==> src/verilog/bmsq_pkg.sv <==
// boost sequencer shared constants, states and register map
// assumes a 40 MHz switching oscillator clock
package bmsq_pkg;
    // ----------------------------------------
    // timing
    // ----------------------------------------
    localparam int CLK_HZ      = 40_000_000;       // sequencer clock
    localparam int SW_HZ       = 600_000;          // nominal switching rate
    localparam int PWM_PER     = CLK_HZ / SW_HZ;   // clocks per period, rounded down
    localparam int US_CYC      = CLK_HZ / 1_000_000;
    localparam int SS_TIME_US  = 2000;             // soft start ramp time
    localparam int HIC_TIME_US = 1000;             // hiccup off time
    localparam int SS_CYC      = SS_TIME_US * US_CYC;
    localparam int HIC_CYC     = HIC_TIME_US * US_CYC;
    localparam logic [7:0] PER_LAST    = 8'(PWM_PER - 1);     // fixed rate
    localparam logic [7:0] PER_LAST_LL = 8'(2 * PWM_PER - 1); // stretched rate
    // ----------------------------------------
    // reference code
    // ----------------------------------------
    localparam int CODE_W = 10;
    localparam logic [CODE_W-1:0] REF_FULL = 10'h3ff;   // code of 0.8 V
    localparam logic [CODE_W-1:0] CODE_ONE = 10'h001;
    // ----------------------------------------
    // register map and fields
    // ----------------------------------------
    localparam int ADDR_W = 4;
    localparam logic [ADDR_W-1:0] A_CTRL  = 4'h0;  // control
    localparam logic [ADDR_W-1:0] A_STAT  = 4'h4;  // live status
    localparam logic [ADDR_W-1:0] A_FAULT = 4'h8;  // sticky faults, write 1 clears
    localparam int CTRL_LL_BIT = 0;                // allow light load mode
    localparam logic CTRL_LL_RST = 1'b1;
    localparam int F_SHORT = 0;
    localparam int F_OVER  = 1;
    localparam int F_HOT   = 2;
    localparam int NFAULT  = 3;
    // ----------------------------------------
    // synchronised comparator vector indices
    // ----------------------------------------
    localparam int I_EN = 0, I_SUP = 1, I_EXIT = 2, I_CMP = 3, I_LIM = 4, I_MARG = 5;
    localparam int I_BELOW = 6, I_OVER = 7, I_HOT = 8, I_LL = 9, I_SKIP = 10;
    localparam int I_BLOW = 11, I_BFLAG = 12, NSYNC = 13;
    // ----------------------------------------
    // sequencer states, gray along start path
    // ----------------------------------------
    typedef enum logic [2:0] {
        S_OFF  = 3'h0,
        S_LOCK = 3'h1,
        S_PRE  = 3'h3,
        S_SOFT = 3'h2,
        S_RUN  = 3'h6,
        S_HIC  = 3'h7
    } bmsq_state_e;
endpackage

==> src/verilog/bmsq_ramp_if.sv <==
// sequencer to soft start ramp connection
// assumes one clock domain shared by both ends
`timescale 1ns/1ps
`default_nettype none
interface bmsq_ramp_if;
    import bmsq_pkg::*;
    logic              track;     // ramp follows feedback
    logic              run;       // ramp may climb
    logic [CODE_W-1:0] feedback;  // sampled feedback code
    logic [CODE_W-1:0] code;      // soft start level
    logic              done;      // level at final value
    modport ctl (output track, run, feedback, input code, done);
    modport rmp (input track, run, feedback, output code, done);
endinterface
`default_nettype wire

==> src/verilog/bmsq_sync.sv <==
// two flip-flop synchroniser for a vector of comparator levels
// assumes each bit is an independent slow level
`timescale 1ns/1ps
`default_nettype none
module bmsq_sync #(
    parameter int W = 1
) (
    input  wire logic         sys_clk_in,
    input  wire logic         rstn_in,
    input  wire logic [W-1:0] d_in,
    output logic      [W-1:0] q_out
);
    logic [W-1:0] s1_r;   // first stage, read only by second
    logic [W-1:0] s2_r;   // second stage
    // ----------------------------------------
    // two stages
    // ----------------------------------------
    always_ff @(posedge sys_clk_in or negedge rstn_in) begin
        if (!rstn_in) begin
            s1_r <= '0;
            s2_r <= '0;
        end else begin
            s1_r <= d_in;
            s2_r <= s1_r;
        end
    end
    assign q_out = s2_r;
endmodule
`default_nettype wire

==> src/verilog/bmsq_ramp.sv <==
// soft start level generator feeding the reference code
// assumes track and run are never high together
`timescale 1ns/1ps
`default_nettype none
module bmsq_ramp #(
    parameter int STEP_P = 78   // clocks per code step
) (
    input  wire logic sys_clk_in,
    input  wire logic rstn_in,
    bmsq_ramp_if.rmp  rif
);
    import bmsq_pkg::*;
    logic [CODE_W-1:0] code_r, code_nxt;   // soft start level
    logic [31:0]       cnt_r, cnt_nxt;     // step prescaler
    // ----------------------------------------
    // next level
    // ----------------------------------------
    always_comb begin
        code_nxt = code_r;
        cnt_nxt  = cnt_r;
        if (rif.track) begin
            // follow feedback while charging linearly
            code_nxt = rif.feedback;
            cnt_nxt  = '0;
        end else if (rif.run && code_r != REF_FULL) begin
            // slow climb from the tracked level
            if (cnt_r == 32'(STEP_P - 1)) begin
                code_nxt = code_r + CODE_ONE;
                cnt_nxt  = '0;
            end else begin
                cnt_nxt = cnt_r + 32'h0000_0001;
            end
        end
    end
    // ----------------------------------------
    // registers
    // ----------------------------------------
    always_ff @(posedge sys_clk_in or negedge rstn_in) begin
        if (!rstn_in) begin
            code_r <= '0;
            cnt_r  <= '0;
        end else begin
            code_r <= code_nxt;
            cnt_r  <= cnt_nxt;
        end
    end
    assign rif.code = code_r;
    assign rif.done = (code_r == REF_FULL);   // ends at final level
endmodule
`default_nettype wire

==> src/verilog/bmsq_top.sv <==
// boost converter mode sequencer: enable, start-up, modulation, protection
// assumes comparator levels from the analog side, asynchronous to the clock
//
// Function
// - chip-on pin high means enable request
// - chip-on low: stop, power down, isolate
// - bias starts after supply lockout rises
// - linear precharge first, switch at exit level
// - precharge current grows with output voltage
// - soft start tracks feedback, then ramps slowly
// - reference ramps with soft start level
// - soft start ends at final level
// - heavy load: fixed frequency peak current modulation
// - light load mode entered and left automatically
// - low-side on at start, off at error level
// - light load: lower rate, then skip pulses
// - step-down mode when output below input margin
// - peak limit cuts low-side in same cycle
// - limit with output below input: short fault
// - short fault: stop, wait, restart from scratch
// - shut down: block high-side body diode
// - overvoltage: both switches off
// - overvoltage cleared: switching resumes itself
// - battery flag only while enabled, else released
// - battery flag low below threshold, else released
// - overtemperature stops switching until cooled
`timescale 1ns/1ps
`default_nettype none
module bmsq_top #(
    parameter int SS_CYC_P  = bmsq_pkg::SS_CYC,   // soft start clocks
    parameter int HIC_CYC_P = bmsq_pkg::HIC_CYC   // hiccup wait clocks
) (
    input  wire logic                        sys_clk_in,
    input  wire logic                        rstn_in,
    input  wire logic                        chip_on_in,
    input  wire logic                        supply_lockout_rising_in,
    input  wire logic                        out_exit_level_in,
    input  wire logic                        error_amp_level_in,
    input  wire logic                        peak_limit_in,
    input  wire logic                        below_margin_in,
    input  wire logic                        below_input_in,
    input  wire logic                        overvoltage_guard_in,
    input  wire logic                        thermal_hot_in,
    input  wire logic                        light_load_in,
    input  wire logic                        skip_load_in,
    input  wire logic                        battery_sense_input_in,
    input  wire logic                        battery_low_flag_in,
    input  wire logic [bmsq_pkg::CODE_W-1:0] regulation_feedback_in,
    input  wire logic [bmsq_pkg::ADDR_W-1:0] addr_in,
    input  wire logic [31:0]                 wdata_in,
    input  wire logic                        wr_in,
    input  wire logic                        rd_in,
    output logic      [31:0]                 rdata_out,
    output logic                             bias_en_out,
    output logic                             precharge_out,
    output logic                             ss_track_out,
    output logic      [bmsq_pkg::CODE_W-1:0] ref_code_out,
    output logic                             ls_on_out,
    output logic                             hs_on_out,
    output logic                             step_down_out,
    output logic                             hs_body_block_out,
    output logic                             light_load_mode_out,
    output logic                             battery_low_flag_out,
    output logic                             battery_low_flag_oe_out
);
    import bmsq_pkg::*;

    // ----------------------------------------
    // derived constants
    // ----------------------------------------
    localparam int SS_STEP = (SS_CYC_P / (1 << CODE_W) > 0) ?
                             SS_CYC_P / (1 << CODE_W) : 1;

    // ----------------------------------------
    // declarations
    // ----------------------------------------
    logic [NSYNC-1:0]  raw;               // comparator levels as seen
    logic [NSYNC-1:0]  syn;               // after two flops
    bmsq_state_e       st_r, st_nxt;      // sequencer state
    logic [31:0]       hic_r, hic_nxt;    // hiccup wait count
    logic [7:0]        per_r, per_nxt;    // modulation period count
    logic [7:0]        per_last;          // last count of period
    logic              ls_r, ls_nxt;      // low-side gate
    logic              hs_r, hs_nxt;      // high-side gate
    logic              light_r, light_nxt;
    logic              step_r, step_nxt;
    logic              lbo_r, lbo_nxt;    // battery flag pull-down
    logic              ctrl_r, ctrl_nxt;  // light load allowed
    logic [NFAULT-1:0] fault_r, fault_nxt;
    logic [31:0]       rdata_r, rdata_nxt;
    logic [31:0]       stat;              // live status word
    logic              en, switching, run_ok, short_hit, per_end;

    bmsq_ramp_if ramp_if ();

    // ----------------------------------------
    // input synchronisers
    // ----------------------------------------
    assign raw = {battery_low_flag_in, battery_sense_input_in, skip_load_in,
                  light_load_in, thermal_hot_in, overvoltage_guard_in,
                  below_input_in, below_margin_in, peak_limit_in,
                  error_amp_level_in, out_exit_level_in,
                  supply_lockout_rising_in, chip_on_in};

    // every comparator passes two flops
    bmsq_sync #(
        .W          (NSYNC)
    ) u_sync (
        .sys_clk_in (sys_clk_in),
        .rstn_in    (rstn_in),
        .d_in       (raw),
        .q_out      (syn)
    );

    // ----------------------------------------
    // soft start ramp
    // ----------------------------------------
    bmsq_ramp #(
        .STEP_P     (SS_STEP)
    ) u_ramp (
        .sys_clk_in (sys_clk_in),
        .rstn_in    (rstn_in),
        .rif        (ramp_if.rmp)
    );

    assign ramp_if.feedback = regulation_feedback_in;
    assign ramp_if.track    = !switching;   // follow feedback until switching
    assign ramp_if.run      = switching;

    // ----------------------------------------
    // shared decodes
    // ----------------------------------------
    assign en        = syn[I_EN];                  // enable request
    assign switching = (st_r == S_SOFT) || (st_r == S_RUN);
    // overvoltage and heat only gate, so release resumes
    assign run_ok    = switching && en && !short_hit && !syn[I_OVER] && !syn[I_HOT];
    assign short_hit = syn[I_LIM] && syn[I_BELOW];
    assign per_last  = light_r ? PER_LAST_LL : PER_LAST;
    assign per_end   = (per_r == per_last);

    // ----------------------------------------
    // sequencer next state
    // ----------------------------------------
    always_comb begin
        st_nxt  = st_r;
        hic_nxt = hic_r;
        case (st_r)
            S_OFF: begin
                if (en) begin
                    st_nxt = S_LOCK;
                end
            end
            S_LOCK: begin
                // bias waits for rising lockout level
                if (syn[I_SUP]) begin
                    st_nxt = S_PRE;
                end
            end
            S_PRE: begin
                // leave linear charge at exit level
                if (syn[I_EXIT]) begin
                    st_nxt = S_SOFT;
                end
            end
            S_SOFT: begin
                if (short_hit) begin
                    st_nxt = S_HIC;
                end else if (ramp_if.done) begin
                    st_nxt = S_RUN;
                end
            end
            S_RUN: begin
                if (short_hit) begin
                    st_nxt = S_HIC;
                end
            end
            S_HIC: begin
                // wait, then a fresh power-on pass
                if (hic_r == 32'(HIC_CYC_P - 1)) begin
                    hic_nxt = '0;
                    st_nxt  = S_LOCK;
                end else begin
                    hic_nxt = hic_r + 32'h0000_0001;
                end
            end
            default: begin
                st_nxt = S_OFF;
            end
        endcase
        // chip-on low overrides everything
        if (!en) begin
            st_nxt  = S_OFF;
            hic_nxt = '0;
        end
    end

    // ----------------------------------------
    // modulation next state
    // ----------------------------------------
    always_comb begin
        per_nxt   = per_end ? 8'h00 : per_r + 8'h01;
        ls_nxt    = ls_r;
        hs_nxt    = hs_r;
        light_nxt = light_r;
        if (per_end) begin
            // mode change at a period edge, or at once on leaving run
            light_nxt = syn[I_LL] && ctrl_r && (st_r == S_RUN);
        end
        if (st_r != S_RUN) begin
            light_nxt = 1'b0;
        end
        if (!run_ok) begin
            // stop, overvoltage or heat: both off
            ls_nxt = 1'b0;
            hs_nxt = 1'b0;
        end else if (per_end) begin
            if (light_r && syn[I_SKIP]) begin
                ls_nxt = 1'b0;           // skipped pulse
                hs_nxt = 1'b0;
            end else begin
                ls_nxt = 1'b1;           // period opens low-side
                hs_nxt = 1'b0;
            end
        end else if (ls_r && (syn[I_CMP] || syn[I_LIM])) begin
            // error level or peak limit ends on-time
            ls_nxt = 1'b0;
            hs_nxt = 1'b1;
        end
        step_nxt = switching && syn[I_MARG];
        lbo_nxt  = en && syn[I_BLOW];
    end

    // ----------------------------------------
    // register file next state
    // ----------------------------------------
    assign stat = {23'h00_0000, syn[I_BFLAG], lbo_r, light_r, step_r,
                   syn[I_HOT], syn[I_OVER], st_r};

    always_comb begin
        ctrl_nxt  = ctrl_r;
        fault_nxt = fault_r;
        rdata_nxt = 32'h0000_0000;
        if (wr_in) begin
            if (addr_in == A_CTRL) begin
                ctrl_nxt = wdata_in[CTRL_LL_BIT];
            end else if (addr_in == A_FAULT) begin
                fault_nxt = fault_r & ~wdata_in[NFAULT-1:0];
            end
        end
        // set after clear so a same-cycle event survives
        fault_nxt[F_SHORT] = fault_nxt[F_SHORT] | (switching && short_hit);
        fault_nxt[F_OVER]  = fault_nxt[F_OVER] | (switching && syn[I_OVER]);
        fault_nxt[F_HOT]   = fault_nxt[F_HOT] | (en && syn[I_HOT]);
        if (rd_in) begin
            if (addr_in == A_CTRL) begin
                rdata_nxt = {31'h0000_0000, ctrl_r};
            end else if (addr_in == A_STAT) begin
                rdata_nxt = stat;
            end else if (addr_in == A_FAULT) begin
                rdata_nxt = {29'h0000_0000, fault_r};
            end
        end
    end

    // ----------------------------------------
    // registers
    // ----------------------------------------
    always_ff @(posedge sys_clk_in or negedge rstn_in) begin
        if (!rstn_in) begin
            st_r    <= S_OFF;
            hic_r   <= '0;
            per_r   <= '0;
            ls_r    <= 1'b0;
            hs_r    <= 1'b0;
            light_r <= 1'b0;
            step_r  <= 1'b0;
            lbo_r   <= 1'b0;
            ctrl_r  <= CTRL_LL_RST;
            fault_r <= '0;
            rdata_r <= '0;
        end else begin
            st_r    <= st_nxt;
            hic_r   <= hic_nxt;
            per_r   <= per_nxt;
            ls_r    <= ls_nxt;
            hs_r    <= hs_nxt;
            light_r <= light_nxt;
            step_r  <= step_nxt;
            lbo_r   <= lbo_nxt;
            ctrl_r  <= ctrl_nxt;
            fault_r <= fault_nxt;
            rdata_r <= rdata_nxt;
        end
    end

    // ----------------------------------------
    // outputs
    // ----------------------------------------
    assign bias_en_out   = (st_r != S_OFF) && (st_r != S_LOCK);
    // current-regulated rectifier charge, analog sets slope
    assign precharge_out = (st_r == S_PRE);
    assign ss_track_out  = ramp_if.track;
    assign ref_code_out  = ramp_if.code;     // reference equals ramp
    assign ls_on_out     = ls_r;
    assign hs_on_out     = hs_r;
    assign step_down_out = step_r;
    // disconnect while off or locked out
    assign hs_body_block_out   = (st_r == S_OFF) || (st_r == S_LOCK);
    assign light_load_mode_out = light_r;
    assign battery_low_flag_out    = 1'b0;   // open drain, pulls low only
    assign battery_low_flag_oe_out = lbo_r;
    assign rdata_out = rdata_r;
endmodule
`default_nettype wire

==> config.mk <==
export PLATFORM = sky130hd
export DESIGN_NAME = bmsq_top
export DESIGN_NICKNAME = d
export VERILOG_FILES = /design/src/verilog/bmsq_pkg.sv /design/src/verilog/bmsq_ramp_if.sv /design/src/verilog/bmsq_sync.sv /design/src/verilog/bmsq_ramp.sv /design/src/verilog/bmsq_top.sv
export SDC_FILE = /design/constraint.sdc
export NUM_CORES = 1
export LEC_CHECK = 0
export ABC_AREA = 1
export ABC_CLOCK_PERIOD_IN_PS = 2200
export BUFFER_PORTS_ARGS = -buffer_cell sky130_fd_sc_hd__buf_2
export CORE_AREA = 10 10 148 150
export DETAILED_ROUTE_END_ITERATION = 10
export DIE_AREA = 0 0 158 160
export MAX_ROUTING_LAYER = met4
export REMOVE_ABC_BUFFERS = 1
export SYNTH_ARGS = -nofsm -noshare
export SYNTH_HDL_FRONTEND = slang
export SYNTH_SLANG_ARGS = --single-unit
==> constraint.sdc <==
create_clock -name sys_clk_in -period 2.2 [get_ports sys_clk_in]
set_input_delay 0.11 -clock sys_clk_in [delete_from_list [all_inputs] [get_ports sys_clk_in]]
set_output_delay 0.11 -clock sys_clk_in [all_outputs]
set_load 0.1 [all_outputs]
; Word-level counts from Yosys, hierarchy flattened
; Index checks and enable logic that the tools add are counted.
[op_classes]
addsub = 4
n_eq_ne = 23
mux = 35
bitwise_logic = 5
reduce_logical = 30
[ops]
columns = op, count
row1 = $mux W32, 6
row2 = $add A32 B1 Y32 const B, 2
row3 = $mux W3, 11
row4 = $eq A32 B16 Y1 const B, 1
row5 = $eq A32 B7 Y1 const B, 1
row6 = $mux W10, 3
row7 = $mux W9, 3
row8 = $pmux W3 S6, 1
row9 = $logic_and A1 B1 Y1, 16
row10 = $mux W8, 2
row11 = $add A10 B1 Y10 const B, 1
row12 = $eq A10 B10 Y1 const B, 1
row13 = $ne A10 B10 Y1 const B, 1
row14 = $mux W1, 9
row15 = $ne A3 B3 Y1 const B, 3
row16 = $add A8 B1 Y8 const B, 1
row17 = $eq A8 B8 Y1, 1
row18 = $eq A3 B2 Y1 const B, 2
row19 = $eq A3 B3 Y1 const B, 2
row20 = $ne A3 B1 Y1 const B, 2
row21 = $ne A3 B2 Y1 const B, 2
row22 = $reduce_and A5 Y1, 1
row23 = $eq A4 B3 Y1 const B, 1
row24 = $eq A4 B4 Y1 const B, 1
row25 = 14 further kinds, 23
[totals]
ff_bits = 152
input_bits = 63
out_inout_bits = 52
word_cells = 112

; Depth between registers and ports, before layout
[logic_depth]
ltp_word = 7
depth_mapped = 12

; By module
; Synthesis repeated with hierarchy kept, for this count alone.
[hier_totals]
cells_unflattened = 1045
area_unflattened_um2 = 7388.3
[modules_own_cells]
columns = mod, n_inst, cells_each, area_per_inst_um2
row1 = bmsq_top, 1, 522, 3691.0
row2 = bmsq_ramp, 1, 497, 3046.7
row3 = bmsq_sync, 1, 26, 650.6

; Least setup slack after synthesis
; No wires, ideal clock.
[synth_path]
path_kind = reg2reg
startpoint = register st_r[0]
endpoint = register st_r[0]
setup_time_ns = 0.065
t_arrival_ns = 2.379
t_required_ns = 2.135
slack_ns = -0.244
path_stages_with_launch = 8
path_buffers = 0
period_less_slack_ns = 2.444
cell_sequence = dfrtp_1 inv_1 nand3_1 nand2_1 inv_1 a31oi_1 nand3_1 nand2_1
[synth_between]
elab_chain_len = 3
elab_cells_between_ends = 14
cone_classes = eq/ne (10) / mux (2) / reduce/logical (2)
[synth_lines]
columns = element, line
row1 = start: declaration, bmsq_top.sv:79  ; bmsq_state_e st_r, st_nxt;
row2 = start signal: assignment, bmsq_top.sv:282  ; st_r <= st_nxt;
row3 = $eq A3 B2 Y1 (tied with other cells), bmsq_top.sv:147  ; case (st_r)
row4 = $ne A4 B4 Y1 (no line) (tied with other cells), -
row5 = $reduce_and A5 Y1 (no line) / $mux W3 (equally long branches), -
; Several ways; a longest one is shown, not always the timed one.
; A chain may end at the register's enable or synchronous reset.

; Worst setup path in the final report
[layout_path]
startpoint = register st_r[0]
endpoint = output port ss_track_out
[layout_between]
elab_chain_len = 3
elab_cells_between_ends = 4
cone_classes = eq/ne (2) / reduce/logical (2)
[layout_lines]
columns = element, line
row1 = $eq A3 B2 Y1 / $eq A3 B3 Y1 (equally long branches), bmsq_top.sv:134  ; assign switching = (st_r == S_SOFT) || (st_r == S_RUN);
row2 = $logic_or A1 B1 Y1 *, bmsq_top.sv:134
row3 = $logic_not A1 Y1 *, bmsq_top.sv:127  ; assign ramp_if.track = !switching;
row4 = end: declaration, bmsq_top.sv:56  ; output logic ss_track_out,
; Mark *: on every way between the ends. The rest lies on a longest branch, timed or not.

==> implementation parameters <==
Parameter                              Value

Drt
  Met2 Routed Length    9.73 mm
  Wire length on met1    8.35 mm
  Post-DRT Antenna Nets    0
  Detail-routed via count per cell    4.72
  Top layer in use    met4
  Wire length reported by the detailed router    19.1 mm
  Iteration-0 DRC count of the detailed router    373
  DRT Pass-1 Iters    7
  Total vias in the final route    6,642
  Number of DRC violations after detailed routing    0
  Met3 Routed Length    636 um
  Post-DR wirelength/cell    13.6 um

Clock network
  Num Clock Sinks    129
  Clock tree from TritonCTS    built
  Maximum clock path buffer count    2
  Library cell used as clock root buffer    clkbuf_16
  Clk slew on worst S/H paths    0.06 ns
  Maximum level of the CTS H-tree    4
  Skew-Pair Late Insertion Delay    0.44 ns
  Clock buffer count from CTS    17

Worst setup path
  Crit Path Max Fanout    14
  Destination of the worst register-to-register timing path    u_ramp.cnt_r[22]$_DFFE_PN0P_
  Origin of the critical flop-to-flop path    u_ramp.cnt_r[27]$_DFFE_PN0P_
  Setup crit end kind    output port
  Crit start category    flop
  Data arrival time at the worst-slack endpoint    1.94 ns
  Critical setup path kind    flop to output port
  Data required time of the critical path    2.09 ns
  Number of cells traversed by the worst register-to-register path    10
  Setup slack on the worst flop-to-flop path    0.41 ns

GRT
  Initial antenna violation count    0
  Total global routing track utilization    16.1%
  Maximum number of pins on one net before global-route repair    60
  Via count of the first global-routing pass    6,582
  Total global routing overflow    0
  First-pass GRT wire length    32.1 mm

Timing
  Fmax    489 MHz
  Headroom to the max-slew limit    61.4%
  Number of hold violations in the final report    0
  Hold Slack    0.0187 ns
  Number of pins with negative max-slew slack in the final report    0
  Final setup skew    0.00721 ns
  Final clock period utilization by the worst path    93.0%
  Final TNS setup    0 ns
  Actual transition at the worst max-transition pin    0.579 ns
  Shortest clock period the worst path allows after layout    2.05 ns
  RSZ-0062 raised after global routing    no
  Finish-stage setup viols    0

Finish
  Filler instances    1,911
  Share of the core filled with cells in the final layout    46.3%
  Commonest non-fill, non-tap cell in the layout    nand2_1
  Proportion of layout cells with a drive suffix above 1    11.7%
  Non-Filler Cell Area, Final    8830 sq um
  Antenna diode count    0
  Syn-to-layout area delta    17.7%
  Leading cell types in the layout, fill and taps excluded    372 x nand2_1, 151 x nor2_1, 128 x dfrtp_1
  Layout Nets    1,224

Die
  Vert. Die Dim    160 um
  I/O pin cnt    115
  Core Region    19,100 sq um
  Overall die area    25,300 sq um
  Initial core utilization    39.3%
  Die width    158 um
  Placement row count    51

Power and ir drop
  Max rail drop VDD    0.597 mV
  Power density over the cells    923 nW/um^2
  Standby leakage power    0.00429 uW
  Power, Total    8140 uW

Logic synthesis
  Post-synthesis instance total    1,063
  Number of synthesized register bits    129
  Post-Syn Area per Cell    7.05 sq um
  YS warnings    0
  Post-synth EDFFs    0
  Portion of the post-synthesis area used by sequential elements    43.1%
  Synth Flop Type    dfrtp_1
  Area of the mapped netlist    7500 sq um
  Async set or reset register ratio after synthesis    100%
  Post-synth cell types    37

Place
  Placed inst area    8000 sq um
  Number of buffers added on ports    61
  Routability congestion estimate from global placement    0.896
  DP HPWL    13.9 mm

Min path
  Startpoint of the worst hold path    regulation_feedback_in[9]
  Instance count along the most critical hold path    5
  Worst hold path endpoint    u_ramp.rif.code[9]$_DFFE_PN0P_
  Min-delay worst type    input pin to flop

Run
  Max-capacitance violation count    0

Status
  Status    finished clean
cell families after synthesis:
| family | share of synthesized area, % |
|---|---|
| fa+ha+maj | 0.834 |
| flops | 43.1 |
| buf+inv | 9.78 |
| mux | 0.150 |
| compound gates | 3.50 |
| xor+xnor | 2.92 |
| other cells | 0.0500 |
| simple gates | 39.7 |
through the flow:
step | setup WS [ns] | instances
floorplan | -0.829 | 1044
global placement | 0.422 | 1354
detailed placement | 0.386 | 1354
CTS | 0.145 | 1407
global route | 0.0808 | 1407
finish | 0.154 | 1407
cells in the mapped netlist (5+ instances only):
cell type | instances | share of area, %
nand2_1 | 372 | 19
nand2_2 | 6 | 0.50
nor2_4 | 6 | 0.90
xor2_1 | 20 | 2.3
inv_1 | 115 | 5.8
a21oi_1 | 5 | 0.33
nor2_1 | 151 | 7.6
dfrtp_1 | 128 | 43
buf_2 | 10 | 0.67
o21ai_0 | 22 | 1.5
nor2_2 | 7 | 0.58
o21ai_1 | 9 | 0.60
ha_1 | 5 | 0.83
xnor2_1 | 5 | 0.58
buf_4 | 26 | 2.6
nand4_1 | 38 | 3.2
nand3_1 | 97 | 6.5
cell type report:
cell class              count  area, sq um  share of cell area [%]
inverters                 118          443                    5.02
repair buffers             93          617                    6.99
well taps                 238          298                    3.37
multi-input cells         797         3620                    41.0
clock inverters            15          194                    2.20
clock buffers              17          425                    4.82
flip-flops and latches    129         3230                    36.6
critical path, cell delays in order, from the launching register on:
cell	delay [ns]
dfrtp_1	0.47
inv_1	0.14
nand2_2	0.20
buf_4	0.24
buf_2	0.45
where the power goes:
group	leakage [uW]	internal (uW)	switching, uW
registers	0.00169	2550	244
logic	0.00231	431	1930
clock network	0.000294	1810	1170
total	0.00429	4800	3340
how the worst max path moves through the flow:
stage / from / end / slack, ns / cells past startpoint
finish: st_r[0]$_DFFE_PN0P_ / ss_track_out / 0.15 / 4
global route: st_r[0]$_DFFE_PN0P_ / ss_track_out / 0.08 / 4
CTS: st_r[0]$_DFFE_PN0P_ / ss_track_out / 0.14 / 4
detailed placement: u_ramp.cnt_r[27]$_DFFE_PN0P_ / u_ramp.cnt_r[22]$_DFFE_PN0P_ / 0.39 / 10
global placement: u_ramp.cnt_r[1]$_DFFE_PN0P_ / u_ramp.cnt_r[26]$_DFFE_PN0P_ / 0.42 / 11
floorplan: u_ramp.rif.code[0]$_DFFE_PN0P_ / u_ramp.cnt_r[20]$_DFFE_PN0P_ / -0.83 / 7
registers in the layout (all words and copies together), names as in the netlist, 3 cells and up:
name             cells
fault_r              3
hic_r               32
per_r                8
rdata_out            9
st_r                 3
u_ramp.cnt_r        32
u_ramp.rif.code     10
u_sync.q_out        13
u_sync.s1_r         13
layer usage:
| metal | vias up | track usage [%] |
|---|---|---|
| met3 | 31 | 3.44 |
| met2 | 117 | 27.1 |
| met1 | 3014 | 18.5 |
| met4 | 0 | 5.77 |
| li1 | 3480 | - |
| met5 | - | - |
what timing repair did:
action / 4_1_cts / 5_1_grt
hold buffers: 21 / 0
gates resized for setup: 0 / 0
endpoints found under the hold margin: 77 / 0
buffers inserted: 0 / 0
Power figures use the tool's default switching activity.
